$ cat config.mk
export PLATFORM = sky130hd
export DESIGN_NAME = cpcs_sequencer
export DESIGN_NICKNAME = d
export VERILOG_FILES = /design/src/rtl/cpcs_pkg.sv /design/src/rtl/cpcs_timer_if.sv /design/src/rtl/cpcs_feed_timer.sv /design/src/rtl/cpcs_sequencer.sv
export SDC_FILE = /design/constraint.sdc
export NUM_CORES = 1
export LEC_CHECK = 0
export BUFFER_PORTS_ARGS = -buffer_cell sky130_fd_sc_hd__buf_4
export CAP_MARGIN = 20
export CORE_MARGIN = 4
export CORE_UTILIZATION = 30
export CTS_CLUSTER_SIZE = 24
export DETAILED_ROUTE_END_ITERATION = 7
export SLEW_MARGIN = 20
export SYNTH_ARGS = -nofsm -noshare
export SYNTH_HDL_FRONTEND = slang
export SYNTH_SLANG_ARGS = --single-unit
$ cat constraint.sdc
create_clock -name clk_sys_in -period 3.1 [get_ports clk_sys_in]
set_input_delay 0.62 -clock clk_sys_in [delete_from_list [all_inputs] [get_ports clk_sys_in]]
set_output_delay 0.62 -clock clk_sys_in [all_outputs]
set_load 0.01 [all_outputs]
$ cat src/rtl/cpcs_pkg.sv
// Constants and types for the card punch cycle sequencer.
// Assumes a 10 MHz system clock; times are held in ms or ns, and all but PERMIT_PERIOD_MS and FIRST_PERMIT_MS are converted to cycles here.
//
// Notes on behaviour
// - Start cycle only with motor running and permissive.
// - Start cycle by issuing a feed command.
// - Issue advance by the full-rate deadline.
// - Raise interrupt when last word stored, if asked.
// - Tolerate first-card delay up to 40 ms.
// - Release transfer area on error-free completion.
package cpcs_pkg;
   localparam int CLK_PERIOD_NS = 100;
   localparam int NS_PER_MS = 1000000;
   localparam int MOTOR_IDLE_MS = 14000;
   localparam int MOTOR_START_MS = 300;
   localparam int PERMIT_PERIOD_MS = 40;
   localparam int CYCLE_MS = 248;
   localparam int FIRST_PERMIT_MS = 200;
   localparam int FIRST_CARD_DELAY_MS = 40;
   localparam int ADVANCE_DEADLINE_MS = 152;
   localparam int CARD_PERIOD_MS = 200;
   localparam int CYC_PER_MS = NS_PER_MS / CLK_PERIOD_NS;
   localparam int MOTOR_IDLE_CYC = MOTOR_IDLE_MS * CYC_PER_MS;
   localparam int MOTOR_START_CYC = MOTOR_START_MS * CYC_PER_MS;
   localparam int CYCLE_CYC = CYCLE_MS * CYC_PER_MS;
   localparam int FIRST_CARD_DELAY_CYC = FIRST_CARD_DELAY_MS * CYC_PER_MS;
   localparam int ADVANCE_DEADLINE_CYC = ADVANCE_DEADLINE_MS * CYC_PER_MS;
   localparam int CARD_PERIOD_CYC = CARD_PERIOD_MS * CYC_PER_MS;
   localparam int CNT_W = 28;

   typedef enum logic [3:0] {
      CPCS_IDLE = 4'h1,
      CPCS_WAIT = 4'h2,
      CPCS_FEED = 4'h4,
      CPCS_RUN  = 4'h8
   } cpcs_state_e;
endpackage : cpcs_pkg

$ cat src/rtl/cpcs_timer_if.sv
// Interface carrying the feed-age timer between sequencer and timer.
// Assumes both ends share clk_sys_in.
`timescale 1ns/1ps
`default_nettype none
interface cpcs_timer_if;
   logic feed_pulse;
   logic motor_idle;
   logic [cpcs_pkg::CNT_W-1:0] age;
   modport owner (input feed_pulse, output motor_idle, output age);
   modport user (output feed_pulse, input motor_idle, input age);
endinterface : cpcs_timer_if
`default_nettype wire

$ cat src/rtl/cpcs_feed_timer.sv
// Counts cycles since the last feed command and flags when the punch motor has timed out.
// Assumes a synchronous feed pulse from the sequencer.
`timescale 1ns/1ps
`default_nettype none
module cpcs_feed_timer #(
   parameter int IDLE_CYC = cpcs_pkg::MOTOR_IDLE_CYC
) (
   input wire logic clk_sys_in,
   input wire logic rst_in,
   cpcs_timer_if.owner tif
);
   import cpcs_pkg::*;
   logic [CNT_W-1:0] age_r;
   logic [CNT_W-1:0] age_nxt;
   logic idle_r;
   logic idle_nxt;

   initial begin
      if (IDLE_CYC < 2 || IDLE_CYC >= (1 << CNT_W)) begin
         $error("IDLE_CYC out of range");
      end
   end

   always_comb begin
      age_nxt = age_r;
      idle_nxt = idle_r;
      if (tif.feed_pulse) begin
         age_nxt = '0;
         idle_nxt = 1'b0;
      end else if (age_r != CNT_W'(IDLE_CYC)) begin
         age_nxt = age_r + CNT_W'(1);
      end else begin
         idle_nxt = 1'b1;
      end
   end

   always_ff @(posedge clk_sys_in or posedge rst_in) begin
      if (rst_in) begin
         age_r <= '0;
         idle_r <= 1'b1;
      end else begin
         age_r <= age_nxt;
         idle_r <= idle_nxt;
      end
   end

   assign tif.age = age_r;
   assign tif.motor_idle = idle_r;

   AST_IDLE_AFTER_AGE: assert property (@(posedge clk_sys_in) disable iff (rst_in)
      (age_r == CNT_W'(IDLE_CYC) && !tif.feed_pulse) |=> idle_r)
      else $error("motor idle flag not set after interval");
   AST_FEED_CLEARS: assert property (@(posedge clk_sys_in) disable iff (rst_in)
      tif.feed_pulse |=> (age_r == '0 && !idle_r))
      else $error("feed did not restart age");
endmodule : cpcs_feed_timer
`default_nettype wire

$ cat src/rtl/cpcs_sequencer.sv
// Top of the card punch cycle sequencer: turns finished output transfers into feed commands.
// Assumes synchronous inputs from transfer logic and the punch mechanism.
`timescale 1ns/1ps
`default_nettype none
module cpcs_sequencer #(
   parameter int IDLE_CYC = cpcs_pkg::MOTOR_IDLE_CYC,
   parameter int START_CYC = cpcs_pkg::MOTOR_START_CYC,
   parameter int CYC_CYC = cpcs_pkg::CYCLE_CYC,
   parameter int DEADLINE_CYC = cpcs_pkg::ADVANCE_DEADLINE_CYC
) (
   input wire logic clk_sys_in,
   input wire logic rst_in,
   input wire logic xfer_done_in,
   input wire logic xfer_irq_req_in,
   input wire logic permissive_in,
   input wire logic cycle_done_in,
   input wire logic cycle_error_in,
   output logic feed_cmd_out,
   output logic external_interrupt_signal_out,
   output logic area_release_out,
   output logic cycle_active_out,
   output logic motor_starting_out,
   output logic deadline_miss_out
);
   import cpcs_pkg::*;

   initial begin
      if (START_CYC < 1 || CYC_CYC < 1 || DEADLINE_CYC < 1 || START_CYC >= (1 << CNT_W)) begin
         $error("timing parameter out of range");
      end
   end

   cpcs_timer_if tif ();

   cpcs_feed_timer #(.IDLE_CYC(IDLE_CYC)) u_timer (
      .clk_sys_in(clk_sys_in),
      .rst_in(rst_in),
      .tif(tif)
   );

   // ****************************************
   // Sequencing state
   // ****************************************
   cpcs_state_e state_r;
   cpcs_state_e state_nxt;
   logic [CNT_W-1:0] wait_r;
   logic [CNT_W-1:0] wait_nxt;
   logic [CNT_W-1:0] run_r;
   logic [CNT_W-1:0] run_nxt;
   logic feed_r;
   logic feed_nxt;
   logic irq_r;
   logic irq_nxt;
   logic rel_r;
   logic rel_nxt;
   logic start_r;
   logic start_nxt;
   logic miss_r;
   logic miss_nxt;
   logic pending_r;
   logic pending_nxt;

   assign tif.feed_pulse = feed_r;

   always_comb begin
      state_nxt = state_r;
      wait_nxt = wait_r;
      run_nxt = run_r;
      feed_nxt = 1'b0;
      irq_nxt = 1'b0;
      rel_nxt = 1'b0;
      start_nxt = start_r;
      miss_nxt = 1'b0;
      pending_nxt = pending_r;
      if (xfer_done_in && xfer_irq_req_in) begin
         irq_nxt = 1'b1;
      end
      if (xfer_done_in) begin
         pending_nxt = 1'b1;
      end
      if (cycle_done_in && !cycle_error_in) begin
         rel_nxt = 1'b1;
      end
      if (state_r == CPCS_RUN) begin
         run_nxt = run_r + CNT_W'(1);
      end
      case (state_r)
         CPCS_IDLE: begin
            if (pending_r) begin
               pending_nxt = xfer_done_in;
               wait_nxt = '0;
               state_nxt = CPCS_WAIT;
               start_nxt = tif.motor_idle;
            end
         end
         CPCS_WAIT: begin
            wait_nxt = wait_r + CNT_W'(1);
            if (start_r && wait_r >= CNT_W'(START_CYC - 1)) begin
               start_nxt = 1'b0;
            end
            if (!start_r && permissive_in) begin
               state_nxt = CPCS_FEED;
            end
         end
         CPCS_FEED: begin
            feed_nxt = 1'b1;
            run_nxt = '0;
            state_nxt = CPCS_RUN;
         end
         CPCS_RUN: begin
            if (pending_r && run_r == CNT_W'(DEADLINE_CYC)) begin
               miss_nxt = 1'b1;
            end
            // Next card may wait on permissive.
            if (cycle_done_in || run_r >= CNT_W'(CYC_CYC - 1)) begin
               state_nxt = CPCS_IDLE;
            end else if (pending_r && permissive_in) begin
               pending_nxt = xfer_done_in;
               wait_nxt = '0;
               start_nxt = 1'b0;
               state_nxt = CPCS_FEED;
            end
         end
         default: begin
            state_nxt = CPCS_IDLE;
         end
      endcase
   end

   always_ff @(posedge clk_sys_in or posedge rst_in) begin
      if (rst_in) begin
         state_r <= CPCS_IDLE;
         wait_r <= '0;
         run_r <= '0;
         feed_r <= 1'b0;
         irq_r <= 1'b0;
         rel_r <= 1'b0;
         start_r <= 1'b0;
         miss_r <= 1'b0;
         pending_r <= 1'b0;
      end else begin
         state_r <= state_nxt;
         wait_r <= wait_nxt;
         run_r <= run_nxt;
         feed_r <= feed_nxt;
         irq_r <= irq_nxt;
         rel_r <= rel_nxt;
         start_r <= start_nxt;
         miss_r <= miss_nxt;
         pending_r <= pending_nxt;
      end
   end

   // ****************************************
   // Outputs
   // ****************************************
   logic active_r;
   always_ff @(posedge clk_sys_in or posedge rst_in) begin
      if (rst_in) begin
         active_r <= 1'b0;
      end else begin
         active_r <= (state_nxt == CPCS_RUN);
      end
   end

   assign feed_cmd_out = feed_r;
   assign external_interrupt_signal_out = irq_r;
   assign area_release_out = rel_r;
   assign cycle_active_out = active_r;
   assign motor_starting_out = start_r;
   assign deadline_miss_out = miss_r;

   // ****************************************
   // Checks
   // ****************************************
   AST_FEED_NEEDS_PERMIT: assert property (@(posedge clk_sys_in) disable iff (rst_in)
      $rose(feed_r) |-> $past(permissive_in, 2) && !$past(start_r, 2))
      else $error("feed issued without permissive point");
   AST_FEED_ONE_CYCLE: assert property (@(posedge clk_sys_in) disable iff (rst_in)
      feed_r |=> !feed_r ##0 cycle_active_out)
      else $error("feed command not a single pulse");
   AST_IRQ_ON_STORE: assert property (@(posedge clk_sys_in) disable iff (rst_in)
      (xfer_done_in && xfer_irq_req_in) |=> external_interrupt_signal_out)
      else $error("interrupt not raised after last word");
   AST_NO_IRQ_UNASKED: assert property (@(posedge clk_sys_in) disable iff (rst_in)
      external_interrupt_signal_out |-> $past(xfer_done_in) && $past(xfer_irq_req_in))
      else $error("spurious interrupt");
   AST_RELEASE_OK: assert property (@(posedge clk_sys_in) disable iff (rst_in)
      area_release_out == $past(cycle_done_in && !cycle_error_in))
      else $error("area release mismatch");
   AST_RESTART_HOLD: assert property (@(posedge clk_sys_in) disable iff (rst_in)
      $rose(motor_starting_out) |-> !feed_r [*2])
      else $error("feed during motor restart");
   AST_HOLD_LENGTH: assert property (@(posedge clk_sys_in) disable iff (rst_in)
      $fell(motor_starting_out) |-> $past(wait_r) >= CNT_W'(START_CYC - 1))
      else $error("motor restart hold too short");
   AST_NO_FEED_IN_HOLD: assert property (@(posedge clk_sys_in) disable iff (rst_in)
      motor_starting_out |-> ##2 !feed_r)
      else $error("feed issued while motor restarts");
   AST_IDLE_AT_AGE: assert property (@(posedge clk_sys_in) disable iff (rst_in)
      $rose(tif.motor_idle) |-> tif.age == CNT_W'(IDLE_CYC))
      else $error("motor idle flag before interval");
   AST_MISS_ONLY_PENDING: assert property (@(posedge clk_sys_in) disable iff (rst_in)
      deadline_miss_out |-> $past(pending_r) && $past(state_r == CPCS_RUN))
      else $error("deadline miss without pending card");
   AST_WAIT_TO_FEED: assert property (@(posedge clk_sys_in) disable iff (rst_in)
      (state_r == CPCS_WAIT && !start_r && permissive_in) |-> ##2 feed_r)
      else $error("feed not issued at permissive point");

   COV_FEED: cover property (@(posedge clk_sys_in) disable iff (rst_in) feed_r);
   COV_RESTART: cover property (@(posedge clk_sys_in) disable iff (rst_in) $fell(motor_starting_out));
   COV_IRQ: cover property (@(posedge clk_sys_in) disable iff (rst_in) external_interrupt_signal_out);
   COV_OVERLAP: cover property (@(posedge clk_sys_in) disable iff (rst_in) cycle_active_out ##1 feed_r);
endmodule : cpcs_sequencer
`default_nettype wire

**Yosys cells after proc, flatten, opt, wreduce, memory -nomap -nowiden**

Index checks and enable logic that the tools add are counted.

- Reductions and logical operators: 14
- Muxes and demuxes: 30
- Eq/ne operators: 12
- Magnitude comparators: 2
- $add $sub $neg: 3

Operator list:

| cell | number |
|---|---|
| 28-bit two-way mux | 7 |
| 28-bit by 1-bit adder with 28-bit output, second input constant | 3 |
| 28-bit one-hot mux with 3 select lines | 1 |
| 28-bit by 22-bit >= comparator with 1-bit output, second input constant | 2 |
| 28-bit by 21-bit equality test with 1-bit output, second input constant | 1 |
| 28-bit inequality test, second input constant | 1 |
| 4-bit two-way mux | 4 |
| 4-bit one-hot mux with 4 select lines | 1 |
| 1-bit two-way mux | 15 |
| 4-bit equality test, second input constant | 2 |
| 2-bit inequality test, second input constant | 4 |
| 1-bit logical AND | 6 |
| 5-bit AND reduction | 1 |
| 4-bit by 1-bit equality test with 1-bit output, second input constant | 1 |
| 4-bit by 2-bit equality test with 1-bit output, second input constant | 1 |
| 4-bit by 3-bit equality test with 1-bit output, second input constant | 1 |
| 4-bit AND reduction | 1 |
| 2-bit nonzero test | 2 |
| 1-bit one-hot mux with 3 select lines | 1 |
| 3-bit nonzero test | 1 |
| 1-bit zero test | 2 |
| 2-bit by 1-bit inequality test with 1-bit output, second input constant | 1 |
| 1-bit one-hot mux with 2 select lines | 1 |
| 1-bit logical OR | 1 |

- Logic and storage cells: 73
- Register bits: 96

**Longest topological paths before layout**

- Word-level depth: 5
- Depth in mapped cells: 8
- Mapped depth without buffers: 6

**Modules after synthesis**

A second synthesis with hierarchy kept.

- Cells, all modules: 581
- Area total of the unflattened synthesis: 5285.1 um^2

Modules (own cells, without submodules):

| module | area each (um^2) | sequential area each (um^2) | instances | cells an instance |
|---|---|---|---|---|
| cpcs_sequencer | 3677.3 | 1677.9 | 1 | 408 |
| cpcs_feed_timer | 1607.8 | 726.9 | 1 | 173 |

**Worst setup path before layout**

No wires, ideal clock.

- Path kind: register to register
- Start point: register state_r[3]
- End point: register run_r[24]
- Slack: 0.700 ns
- Path buffers: 2
- Clock period less this slack: 2.400 ns
- Arrival time: 2.323 ns
- Cell stages (with the launch flop): 9
- Data required time: 3.023 ns
- Cell sequence: dfrtp_1 -> or4b_1 -> buf_2 -> clkinv_2 -> o2111ai_2 -> or4_1 -> clkbuf_2 -> or3_1 -> a21oi_1

- Word-level cells in the longest chain between the ends: 2

Ends and longest elaborated chain:

| element | RTL line | source |
|---|---|---|
| start: declaration | cpcs_sequencer.sv:44 | `cpcs_state_e state_r;` |
| start signal: assignment | cpcs_sequencer.sv:142 | `state_r <= state_nxt;` |
| 4-bit by 3-bit equality test with 1-bit output / 4-bit equality test (equally long branches) | cpcs_sequencer.sv:87, cpcs_sequencer.sv:84 |  |
| 28-bit two-way mux / 2-bit nonzero test (equally long branches) | -- |  |
| end signal: assignment | cpcs_sequencer.sv:144 | `run_r <= run_nxt;` |
| end: declaration | cpcs_sequencer.sv:48 | `logic [CNT_W-1:0] run_r;` |

Several ways; a longest one is shown, not always the timed one.
A chain may end at the register's enable or synchronous reset.

**Worst setup path after layout**

Same ends and word-level chain as after synthesis.

==> out/results.tsv <==
stage	metric	value	unit
cells_and_area	nets	606	
clock_tree	clk_path_buf_depth	2	
timing	setup_viol	0	
floorplanning	pin_count	13	
clock_tree	htreeDepth	3	
power	power_density	576	nW/um2
routing	drtIter0Drc	311	
cells_and_area	num-fill-cells	1715	
cells_and_area	mostFrequentLayoutCells	dfrtp_1, nor2_1, nand3_1, nand2_1, nand4_1	
synth	ys.flop_type	dfrtp_1	
clock_tree	clk_latency	0.35	ns
power	vdd_ir_drop_max	0.000315	V
placement	io_buffer_count	12	
clock_tree	cts_tree	yes	
clock_tree	clkTransAtPathRegs	0.07	ns
routing	ant_nets	0	
worst_setup_path	critPathSlowestCell	or4b_1	
worst_setup_path	cp.required	3.37	ns
worst_setup_path	critPathArrivalTime	2.94	ns
synth	syn-cell-area	5270	um2
routing	vias	4456	
floorplanning	start_util	30.6	%
timing	fin_crit	2.66	ns
floorplanning	fp.dieH	140	um
worst_setup_path	path_class	reg2reg	
cells_and_area	antenna_cells	0	
clock_tree	cts_setup_buffers	0	
grt	track_usage	12.4	%
placement	dp_hpwl	8300	um
timing	drv_slew	0	
synth	synth_cell_types	63	
synth	postSynthCellCount	578	
timing	hold_viol	0	
worst_setup_path	end_kind	flop	
clock_tree	clkSinkCount	96	
clock_tree	hold_buffers	0	
floorplanning	die-width	140	um
floorplanning	design.core.area	17200	um2
timing	whs	0.327	ns
routing	route.detailed.drc	0	
grt	antenna_found_initial	0	
power	p_leak	2.54	nW
synth	syn_nets	590	
hold_path	hp-class	in2async	
synth	synth_enable_flop_cells	0	
synth	synth_area_per_cell	9.11	um2
timing	finalCritPeriodShare	86.0	%
cells_and_area	drive_gt1_share	9.52	%
clock_tree	cts-resized-gates	0	
worst_setup_path	crit_chain	or4b_1, clkinv_2, o2111ai_2, or4_1, or3_1, a21oi_1	
worst_setup_path	worstSetupStartpointType	flop	
timing	totalNegativeSetupSlack	0	ns
timing	fmax	0.375	GHz
routing	routed_wl	12000	um
synth	ys_ff_latch	96	
timing	grt_setup_unrepaired	false	
clock_tree	cts_made_buffers	9	
cells_and_area	final_common_cell	dfrtp_1	
clock_tree	clockRootBuffer	clkbuf_16	
cells_and_area	synthToLayoutAreaGrowth	15.1	%
timing	tightest_slew	0.771	ns
floorplanning	rows	48	
worst_setup_path	cpPeakStageDelay	0.70	ns
timing	fin_skew	0.0126	ns
grt	grt_max_degree	48	
flow_run	maxCapViolations	0	
routing	firstDrtPassIters	5	
timing	slew_headroom	48.1	%
worst_setup_path	critPathTopFamily	simple AND/OR/NAND/NOR gates	
placement	place_congestion	0.858	
routing	avgRoutedWirePerCell	14.5	um
worst_setup_path	critical_path_peak_fanout	8	
grt	first_global_vias	4209	
routing	routed_via_density	5.41	
grt	grt_pass1_wl	20400	um
run_status	status	finished clean	
worst_setup_path	critPathBufInv	1	
floorplanning	dieArea	19700	um2
synth	yosys_warnings	0	
synth	ys_async_sr_fraction	100	%
synth	yosysSeqAreaShare	45.7	%
grt	overflow	0	
==> synth_stat cells (5+ instances only) <==
cell type / n / area, um2
o211ai_1: 5 / 37.5
nand3_1: 40 / 200
nand2_1: 36 / 135
nor2_1: 71 / 267
dfrtp_1: 94 / 2350
nor3_1: 19 / 95.1
o31ai_1: 5 / 37.5
and3_1: 12 / 75.1
a21oi_1: 23 / 115
xor2_1: 21 / 184
ha_1: 5 / 62.6
xnor2_1: 22 / 193
or3_1: 5 / 31.3
and4_1: 8 / 70.1
o21a_1: 6 / 45.0
mux2i_1: 6 / 60.1
a31oi_1: 13 / 81.3
nand4_1: 28 / 175
inv_1: 25 / 93.8
clkbuf_1: 18 / 67.6
and2_1: 8 / 50.1
o21ai_0: 17 / 85.1
a21o_1: 5 / 37.5
nor4b_1: 8 / 70.1
nor4_1: 18 / 113
==> worst paths after layout <==
path | startpoint | endpoint | slack [ns] | depth (start not counted)
worst max-delay path | state_r[3] | run_r[24] | 0.44 | 6
worst min-delay path | rst_in | u_timer.tif.age[17] | 0.33 | 2
worst max register to register | state_r[3] | run_r[24] | 0.44 | 6
worst min register to register | wait_r[27] | wait_r[27] | 0.47 | 1
max in group asynchronous | rst_in | u_timer.tif.age[26] | 2.11 | 4
min in group clk_sys_in | cycle_error_in | area_release_out | 0.41 | 2
==> worst reg2reg max path, cell delays in order, from the launching register on <==
cell,delay [ns]
dfrtp_1,0.47
or4b_1,0.70
clkinv_2,0.10
o2111ai_2,0.14
or4_1,0.67
or3_1,0.36
a21oi_1,0.15
==> flip-flops by register name, summed over array words and instances (netlist names), 4 cells and up <==
signal / flops
state_r: 4
wait_r: 28
run_r: 28
u_timer.tif.age: 28
==> cells by family (layout without fill, tap and decap cells) <==
family | count (synthesis) | count (layout) | share of synthesized area [%]
adders and majority gates | 5 | 5 | 1.19
buffers and inverters | 49 | 70 | 3.59
muxes | 7 | 7 | 1.35
AOI/OAI and AO/OA | 105 | 105 | 13.6
DFF | 96 | 96 | 45.7
xor gates and xnor gates | 43 | 43 | 7.15
and+or+nand+nor | 273 | 273 | 27.5
==> power breakdown <==
part,switching [mW],internal [mW]
Clock,0.488,0.820
Combinational,0.449,0.255
Sequential,0.130,1.35
==> layout make-up <==
cell class | instances | area [um2] | share of cell area [%]
Clock buffer | 11 | 243 | 4.00
Clock inverter | 5 | 110 | 1.82
Inverter | 26 | 103 | 1.69
Multi-Input combinational cell | 433 | 2680 | 44.2
Sequential cell | 96 | 2400 | 39.7
Tap cell | 225 | 282 | 4.64
Timing Repair Buffer | 28 | 243 | 4.00
==> metal layers <==
| layer | part of all wire (%) | up-vias | track usage, % |
|---|---|---|---|
| met3 | 3.3 | 16 | 2.05 |
| met1 | 47 | 2187 | 16.8 |
| li1 | - | 2158 | - |
| met5 | 0 | - | 0 |
| met4 | 1.7 | 0 | 5.10 |
| met2 | 48 | 95 | 19.5 |
==> stage by stage <==
stage / area [um2] / instances / utilization (%) / power, mW / setup WS (ns)
after floorplan: 5270 / 578 / - / 1.98 / 0.700
after global placement: 5680 / 807 / 33.0 / 2.19 / 0.552
after detailed placement: 5680 / 807 / 33.0 / 2.21 / 0.454
after CTS: 6040 / 823 / 35.0 / 3.54 / 0.436
after global routing: 6060 / 824 / 35.2 / 3.69 / 0.325
final: 6060 / 824 / 35.2 / 3.49 / 0.435
Power figures use the tool's default switching activity.
